File: src/hdl/uvs_pkg.sv
// constants and types shared by the volume stepper design
package uvs_pkg;
    // system clock rate
    localparam int unsigned SYS_CLK_HZ = 10_000_000;
    // internal step clock, nominal rate
    localparam int unsigned INT_CLK_HZ = 100;
    // divider count for one internal step-clock enable
    localparam int unsigned INT_DIV_CYC = SYS_CLK_HZ / INT_CLK_HZ;
    // step-clock cycles of low request per volume step
    localparam logic [1:0] CYC_PER_STEP_M1 = 2'h3;
    // hold-off after each auto-repeat step, in step-clock cycles
    // 40 ms first step is the 4-cycle count itself; following gaps
    // of 400/200/120/80 ms are 4 cycles plus these extras
    localparam logic [5:0] HOLD_1 = 6'h24;
    localparam logic [5:0] HOLD_2 = 6'h10;
    localparam logic [5:0] HOLD_3 = 6'h08;
    localparam logic [5:0] HOLD_4 = 6'h04;
    // volume index width and limits: 0 mute, 1 = -40 dB, 31 = +20 dB
    localparam int unsigned VOL_W = 5;
    localparam logic [4:0] VOL_MUTE = 5'h00;
    localparam logic [4:0] VOL_MIN = 5'h01;
    localparam logic [4:0] VOL_MAX = 5'h1F;
    // gain table entries in dB, bridged-load, and single-ended offset
    localparam logic signed [7:0] GAIN_MUTE_DB = -8'sd85;
    localparam logic signed [7:0] GAIN_MIN_DB = -8'sd40;
    localparam logic signed [7:0] GAIN_STEP_DB = 8'sd2;
    localparam logic signed [7:0] SE_DROP_DB = 8'sd6;
    // step direction
    typedef enum logic [1:0] {UVS_NONE, UVS_UP, UVS_DOWN} uvs_dir_t;
endpackage : uvs_pkg

File: src/hdl/uvs_sync.sv
// two-flop synchroniser for asynchronous pin levels
`timescale 1ns/1ps
module uvs_sync #(
    parameter int unsigned W = 1,
    parameter logic [W-1:0] INIT = '0
) (
    // clock and reset
    input wire logic sys_clk,
    input wire logic rst_b,
    // asynchronous level in, synchronised level out
    input wire logic [W-1:0] d_async,
    output logic [W-1:0] q_sync
);
    logic [W-1:0] meta_r; // first stage, read only by second

    // two flops; no logic between them
    always_ff @(posedge sys_clk) begin
        if (!rst_b) begin
            meta_r <= INIT;
            q_sync <= INIT;
        end else begin
            meta_r <= d_async;
            q_sync <= meta_r;
        end
    end
endmodule : uvs_sync

File: src/hdl/uvs_stepper.sv
// up/down volume stepper with internal and external step clock
`timescale 1ns/1ps
module uvs_stepper
    import uvs_pkg::*;
#(
    // internal step-clock divider, shortened in simulation
    parameter int unsigned DIV_CYC = INT_DIV_CYC
) (
    // clock and reset
    sys_clk,
    rst_b,
    // request pins, active low, asynchronous
    vol_up_b,
    vol_down_b,
    // external step clock pin and mode select
    ext_clk,
    ext_clk_sel,
    // output mode select pin
    single_ended_select,
    // volume state
    vol_index,
    gain_db,
    neg_out_hiz,
    step_pulse
);
    input wire logic sys_clk;
    input wire logic rst_b;
    input wire logic vol_up_b;
    input wire logic vol_down_b;
    input wire logic ext_clk;
    input wire logic ext_clk_sel;
    input wire logic single_ended_select;
    output logic [VOL_W-1:0] vol_index;
    output logic signed [7:0] gain_db;
    output logic neg_out_hiz;
    output logic step_pulse;

    ////////////////////////////////////////////////////////////////////////
    // pin synchronisers
    logic [4:0] pins_s; // {sel, se, ext_clk, down_b, up_b}
    uvs_sync #(.W(5), .INIT(5'h03)) u_sync (
        .sys_clk(sys_clk),
        .rst_b(rst_b),
        .d_async({ext_clk_sel, single_ended_select, ext_clk, vol_down_b, vol_up_b}),
        .q_sync(pins_s)
    );
    logic up_req; // increase requested
    logic dn_req; // decrease requested
    logic ext_mode; // external clock mode
    logic se_mode; // single-ended mode
    logic ext_clk_s; // synchronised external clock
    assign up_req = !pins_s[0];
    assign dn_req = !pins_s[1];
    assign ext_clk_s = pins_s[2];
    assign se_mode = pins_s[3];
    assign ext_mode = pins_s[4];

    ////////////////////////////////////////////////////////////////////////
    // internal step clock divider
    logic [23:0] div_r; // divider count
    logic int_tick; // one-cycle internal rising edge
    assign int_tick = (div_r == 24'(DIV_CYC - 1));

    // divider runs freely, like the on-chip oscillator
    always_ff @(posedge sys_clk) begin
        if (!rst_b) begin
            div_r <= 24'h000000;
        end else if (int_tick) begin
            div_r <= 24'h000000;
        end else begin
            div_r <= div_r + 24'h000001;
        end
    end

    ////////////////////////////////////////////////////////////////////////
    // external clock rising edge
    logic ext_clk_d_r; // previous synchronised level
    always_ff @(posedge sys_clk) begin
        if (!rst_b) begin
            ext_clk_d_r <= 1'b0;
        end else begin
            ext_clk_d_r <= ext_clk_s;
        end
    end

    // selected step clock edge; external replaces internal
    logic tick;
    assign tick = ext_mode ? (ext_clk_s && !ext_clk_d_r) : int_tick;

    ////////////////////////////////////////////////////////////////////////
    // request direction, sampled at each step-clock edge
    uvs_dir_t dir;
    always_comb begin
        // both low at once: treated as no request, avoids fighting steps
        if (up_req && !dn_req) begin
            dir = UVS_UP;
        end else if (dn_req && !up_req) begin
            dir = UVS_DOWN;
        end else begin
            dir = UVS_NONE;
        end
    end

    ////////////////////////////////////////////////////////////////////////
    // cycle counter and hold-off
    logic [1:0] cyc_r; // low cycles counted toward next step
    logic [5:0] hold_r; // remaining hold-off cycles
    logic [2:0] rep_r; // steps taken in this press
    logic step_go; // step happens on this tick

    // hold-off following the n-th step of a press
    function automatic logic [5:0] hold_after(input logic [2:0] n);
        unique case (n)
            3'h0: hold_after = HOLD_1;
            3'h1: hold_after = HOLD_2;
            3'h2: hold_after = HOLD_3;
            3'h3: hold_after = HOLD_4;
            default: hold_after = 6'h00;
        endcase
    endfunction : hold_after

    assign step_go = tick && (dir != UVS_NONE) && (hold_r == 6'h00)
                     && (cyc_r == CYC_PER_STEP_M1);

    // counts four rising edges with a request low
    always_ff @(posedge sys_clk) begin
        if (!rst_b) begin
            cyc_r <= 2'h0;
        end else if (!ext_mode && dir == UVS_NONE) begin
            // internal mode restarts each press
            cyc_r <= 2'h0;
        end else if (tick && dir != UVS_NONE && hold_r == 6'h00) begin
            // wraps after a step; external surplus carries over
            cyc_r <= cyc_r + 2'h1;
        end
    end

    // shrinking hold-off, internal mode only
    always_ff @(posedge sys_clk) begin
        if (!rst_b) begin
            hold_r <= 6'h00;
            rep_r <= 3'h0;
        end else if (ext_mode || dir == UVS_NONE) begin
            hold_r <= 6'h00;
            rep_r <= 3'h0;
        end else if (step_go) begin
            hold_r <= hold_after(rep_r);
            if (rep_r != 3'h7) begin
                rep_r <= rep_r + 3'h1;
            end
        end else if (tick && hold_r != 6'h00) begin
            hold_r <= hold_r - 6'h01;
        end
    end

    ////////////////////////////////////////////////////////////////////////
    // volume index, volatile; reset stands for power-up
    always_ff @(posedge sys_clk) begin
        if (!rst_b) begin
            vol_index <= VOL_MUTE;
        end else if (step_go && dir == UVS_UP) begin
            if (vol_index != VOL_MAX) begin
                vol_index <= vol_index + 5'h01;
            end
        end else if (step_go && dir == UVS_DOWN) begin
            if (vol_index > VOL_MIN) begin
                vol_index <= vol_index - 5'h01;
            end
        end
    end

    // step strobe, launched on the same edge as the index change
    always_ff @(posedge sys_clk) begin
        if (!rst_b) begin
            step_pulse <= 1'b0;
        end else begin
            step_pulse <= step_go;
        end
    end

    ////////////////////////////////////////////////////////////////////////
    // gain in dB and output stage mode
    logic signed [7:0] btl_db;
    always_comb begin
        if (vol_index == VOL_MUTE) begin
            btl_db = GAIN_MUTE_DB;
        end else begin
            btl_db = GAIN_MIN_DB + GAIN_STEP_DB * $signed({3'h0, vol_index - VOL_MIN});
        end
    end

    // registered gain report and negative-output state
    always_ff @(posedge sys_clk) begin
        if (!rst_b) begin
            gain_db <= GAIN_MUTE_DB;
            neg_out_hiz <= 1'b0;
        end else begin
            gain_db <= se_mode ? (btl_db - SE_DROP_DB) : btl_db;
            neg_out_hiz <= se_mode;
        end
    end
endmodule : uvs_stepper

File: config.mk
export PLATFORM = sky130hd
export DESIGN_NAME = uvs_stepper
export DESIGN_NICKNAME = d
export VERILOG_FILES = /design/src/hdl/uvs_pkg.sv /design/src/hdl/uvs_sync.sv /design/src/hdl/uvs_stepper.sv
export SDC_FILE = /design/constraint.sdc
export NUM_CORES = 1
export LEC_CHECK = 0
export BUFFER_PORTS_ARGS = -buffer_cell sky130_fd_sc_hd__buf_2
export CAP_MARGIN = 25
export CELL_PAD_IN_SITES_DETAIL_PLACEMENT = 1
export CELL_PAD_IN_SITES_GLOBAL_PLACEMENT = 1
export CORE_MARGIN = 2
export CORE_UTILIZATION = 30
export DETAILED_ROUTE_END_ITERATION = 12
export MAX_ROUTING_LAYER = met4
export PLACE_DENSITY = 0.6
export SYNTH_ARGS = -nofsm -noshare
export SYNTH_HDL_FRONTEND = slang
export SYNTH_HIERARCHICAL = 1
export SYNTH_SLANG_ARGS = --single-unit
File: constraint.sdc
create_clock -name sys_clk -period 4.7 [get_ports sys_clk]
set_input_delay 0.235 -clock sys_clk [delete_from_list [all_inputs] [get_ports sys_clk]]
set_output_delay 0.235 -clock sys_clk [all_outputs]
set_load 0.02 [all_outputs]
Word level (Yosys, flattened, before mapping). Index checks and enable logic that the tools add are counted.

Register bits: 61. Bits in latches: 0. Bits in writable memories: 0. Memory bits (read-only): 0. Bits of input ports: 7. Output and inout port bits: 15. Word-level logic and storage cells: 72. Memories kept: 0.

$add $sub $neg: 8. Multiply operators: 0. Div/mod/pow operators: 0. $lt $le $gt $ge: 1. Equal/unequal tests: 10. Shift-type cells: 0. Multiplexer cells: 12. Bitwise logic cells: 1. Reductions and logical operators: 29.

Operators by type and width (number): 24-bit by 1-bit adder with 24-bit output (second input constant) (1); 24-bit by 17-bit equality test with 1-bit output (second input constant) (1); 6-bit one-hot mux with 4 select lines (1); 5-bit two-way mux (4); 8-bit two-way mux (2); 6-bit two-way mux (2); 1-bit logical AND (10); 7-bit by 7-bit adder with 8-bit output (first input constant) (1); 2-bit nonzero test (4); 8-bit by 4-bit subtractor with 8-bit output (second input constant) (1); 3-bit by 2-bit equality test with 1-bit output (second input constant) (2); 6-bit logical NOT (1); 6-bit nonzero test (1); 2-bit OR reduction (3); 6-bit by 1-bit subtractor with 6-bit output (second input constant) (1); 5-bit by 1-bit adder with 5-bit output (second input constant) (1); 5-bit by 1-bit > comparator with 1-bit output (second input constant) (1); 5-bit logical NOT (1); 5-bit inequality test (second input constant) (1); 5-bit by 1-bit subtractor with 5-bit output (second input constant) (1); 2-bit equality test (second input constant) (2); 1-bit logical NOT (4); 2-bit two-way mux (2); 3-bit by 1-bit adder with 3-bit output (second input constant) (1); 12 further kinds (12).

Logic depth before layout (Yosys ltp).
Word-level depth: 11. Mapped depth: 11. Depth with buffers taken out: 11.

By module. The synthesis kept the hierarchy.

Modules (own cells, without submodules): uvs_stepper (times used 1, cells an instance 314, area an instance 2810.2 um2, sequential area each 1021.0 um2); uvs_sync (times used 1, cells an instance 20, area an instance 262.8 um2, sequential area each 200.2 um2).

Least setup slack after synthesis. No wires, ideal clock.

Path type: register -> register. Start: reg vol_index[0]. End: reg gain_db[7]. Library setup time: 0.133 ns. Arrival: 2.228 ns. Required time: 4.567 ns. Path slack: 2.339 ns. Stages on the path, launching flop included: 11. Buffers on the path: 0. Clock period less this slack: 2.361 ns. Cell sequence: dfxtp_1 -> inv_1 -> ha_1 -> nor4b_1 -> nor2_1 -> ha_1 -> nor2b_1 -> nand3b_1 -> nor3_1 -> xor2_1 -> nand3_1.

Longest elaborated chain between the ends: 5. Elaborated cells on any way between the ends: 6. Those cells by class: 3 x add/sub; 2 x mux; 1 x reduce/logical.

Ends and longest elaborated chain: start: declaration (line uvs_stepper.sv:33) `output logic [VOL_W-1:0] vol_index;`; start signal: assignment (line uvs_stepper.sv:163) `vol_index <= vol_index + 5'h01;`; start signal: assignment (line uvs_stepper.sv:167) `vol_index <= vol_index - 5'h01;`; 5-bit by 1-bit subtractor with 5-bit output (line uvs_stepper.sv:188) `btl_db = GAIN_MIN_DB + GAIN_STEP_DB * $signed({3'h0, vol_index - VOL_MIN});`; 7-bit by 7-bit adder with 8-bit output (line uvs_stepper.sv:188); 8-bit two-way mux * (line uvs_stepper.sv:185) `if (vol_index == VOL_MUTE) begin`; 8-bit by 4-bit subtractor with 8-bit output (line uvs_stepper.sv:198) `gain_db <= se_mode ? (btl_db - SE_DROP_DB) : btl_db;`; 8-bit two-way mux * (line uvs_stepper.sv:198); end signal: assignment (line uvs_stepper.sv:198); end: declaration (line uvs_stepper.sv:34) `output logic signed [7:0] gain_db;`.

Mark *: on every way between the ends. The rest lies on a longest branch, timed or not. A chain may end at the register's enable or synchronous reset.

Worst setup path in the final report. Ends and elaborated chain as after synthesis.

==> reports/qor.txt <==
Status: completed
Fill cell count: 1150
Final Hold Fails: 0
Arrival @ worst endpoint: 2.93 ns
# rows: 36
Clock Skews: 0.004726 ns
Ant diodes: 0
Remaining Overflow, GRT: 0
Max Cap Viol: 0
Syn nets: 359
H-tree lvl count: 3
Ys async rst share: 0%
Class of the worst hold path: input port to register
Worst hold margin: 0.06919 ns
Synthesis-stage register bit count: 61
CTS-repair resized insts: 0
Worst VDD drop: 0.0001275 V
Mapped Cells: 334
Mapped cell area: 0.003073 mm^2
Setup TNS: 0 ns
DR DRC count: 0
Clock sinks: 61
Post-CTS Hold Buffers: 0
Setup fix buffers added after clock tree synthesis: 0
Die width: 105.2 um
Critical path data required time: 4.90 ns
Startpoint Class: register
Max FO, Critical Path: 10
Unrepaired setup endpoints after global routing: false
Clock-pin slew on the worst setup and hold paths: 0.08 ns
CTS Root Cell: clkbuf_8
Post-synth EDFFs: 0
Crit end category: register
Seq/Total Area, Yosys: 39.74%
Worst-Margin Slew: 0.8698 ns
Synth warn: 6
Total Power: 1.097 mW
Number of global-route vias before repair: 2462
Die area: 0.01107 mm^2
Die H: 105.2 um
CP Class: register to register
Ports: 22
Post-Syn Area per Cell: 9.200 um^2
Share of the clock period used by the worst path: 58.17%
Setup violations, final: 0
Initial antenna violation count: 0
Area grow syn2layout: 14.37%
Share of cells above drive strength 1: 14.13%
All-Layer GR Usage: 13.21%
Clock latency on the worst-skew pair: 0.34 ns
Tmin final: 2.734 ns
Number of routed nets with antenna violations: 0
Initial core utilization: 31.15%
Main synth FF type: dfxtp_1
Drt total wl: 6.503 mm
DR vias/cell: 4.696
Port-buffer cells: 21
Library cells used by synthesis: 45
Nets@finish: 381
Routed len/inst: 13.16 um
GPL Wtd Cong: 0.7425
Starting DRT DRC Count: 34
Routed vias: 2320
Placeable core region: 0.009864 mm^2
First-pass GRT wire length: 11.57 mm
Normalized max-slew margin: 41.20%
Pwr Density: 312.2 mW/mm^2
Dpl hpwl: 4.556 mm
Leak: 1.309 nW
Clock buffer depth: 2
Fmax: 0.3657 GHz
Fin. max-slew vios: 0
Num CTS Buffers: 9
First-pass iteration count of the detailed router: 4
CTS tree: built
Largest net degree at the start of global routing: 39
==> per-stage QoR <==
stage / cell area (um^2) / utilization, % / instances / setup WS, ns
finish: 3515 / 35.63 / 494 / 1.966
global route: 3515 / 35.63 / 494 / 1.717
CTS: 3515 / 35.63 / 494 / 2.013
detailed placement: 3292 / 33.37 / 478 / 2.068
floorplan: 3073 / - / 334 / 2.339
global placement: 3292 / 33.37 / 478 / 2.193
==> synthesized netlist by cell type (2+ instances only) <==
cell type / count / area share (%)
dfxtp_1: 61 / 40
a21oi_1: 8 / 1.3
xnor2_1: 21 / 6.0
ha_1: 18 / 7.3
o221a_2: 2 / 0.73
nand3_1: 12 / 2.0
o32ai_1: 2 / 0.57
a211oi_2: 2 / 0.81
or2_2: 2 / 0.41
nor3_1: 14 / 2.3
mux2i_1: 12 / 3.9
nor2b_1: 5 / 1.0
xor2_1: 13 / 3.7
inv_1: 15 / 1.8
nand2_1: 31 / 3.8
nor4_1: 3 / 0.61
nor2_1: 35 / 4.3
and2_1: 14 / 2.9
nand2b_1: 11 / 2.2
clkbuf_1: 8 / 0.98
nor3b_1: 2 / 0.49
and4_1: 2 / 0.57
or3_1: 2 / 0.41
nand4_1: 6 / 1.2
nand3b_1: 7 / 1.7
and3_1: 5 / 1.0
a2111oi_4: 2 / 1.8
buf_6: 2 / 0.73
==> worst max-delay path: stages (launching register included) <==
cell      delay [ns]
dfxtp_1         0.40
inv_1           0.11
ha_1            0.22
nor4b_1         0.73
nor2_1          0.10
ha_1            0.23
nor2b_1         0.20
nand3b_1        0.14
nor3_1          0.19
xor2_1          0.17
nand3_1         0.08
==> area by class of cell <==
type	instances	area (um^2)	area share (%)
multi-input combinational	248	1743	49.59
clock buffer	9	123.9	3.524
clock inverter	7	98.84	2.812
sequential	61	1221	34.75
inverter	15	56.30	1.602
timing repair buffer	21	105.1	2.990
tap	133	166.4	4.735
==> power by group <==
part	internal, mW	leakage (nW)	switching [mW]
registers	0.524	0.495	0.00416
clock network	0.301	0.110	0.236
logic	0.0118	0.704	0.0204
==> layout by cell type, fill, tap and decap left out, drive strengths merged, types with 3 or more instances in the layout <==
cell type	Yosys	routed
dfxtp	61	61
nor2	35	35
nand2	31	31
xnor2	21	21
buf	2	21
ha	18	18
inv	15	16
and2	15	15
nor3	14	14
xor2	13	13
nand3	12	12
mux2i	12	12
nand2b	11	11
clkbuf	8	9
a21oi	8	8
nand3b	7	7
nand4	6	6
and3	5	5
nor2b	5	5
nor4	4	4
a211oi	4	4
a2111oi	3	3
o32ai	3	3
clkinv	0	3
==> worst paths after layout <==
path / from / endpoint / slack [ns] / cells after the start
worst min register to register: u_sync/meta_r[1] / u_sync/q_sync[1] / 0.41 / 1
worst max-delay path: vol_index[0] / gain_db[7] / 1.97 / 10
worst min-delay path: vol_down_b / u_sync/meta_r[1] / 0.07 / 2
worst max register to register: vol_index[0] / gain_db[7] / 1.97 / 10
==> metal layers <==
layer / track usage, % / share of wire, % / up-vias
met5: - / 0 / -
met4: 5.048 / 1.5 / 0
met3: 3.030 / 2.5 / 9
met2: 20.88 / 47 / 20
met1: 16.41 / 48 / 1110
li1: - / - / 1181
==> state kept, by name, indices dropped and copies added, names as in the netlist <==
register       count
div_r             24
gain_db            8
hold_r             6
u_sync/meta_r      5
u_sync/q_sync      5
vol_index          5
rep_r              3
cyc_r              2
ext_clk_d_r        1
neg_out_hiz        1
step_pulse         1
==> cells by family after synthesis <==
kind of cell | synth area share [%]
buffers and inverters | 3.542
adder cells (fa/ha/maj) | 7.329
multiplexers | 3.909
XOR/XNOR | 9.691
AND/OR/NAND/NOR | 27.65
flip-flops | 39.74
AO/OA/AOI/OAI | 8.144
No activity file was read; power rests on OpenSTA's default activity.
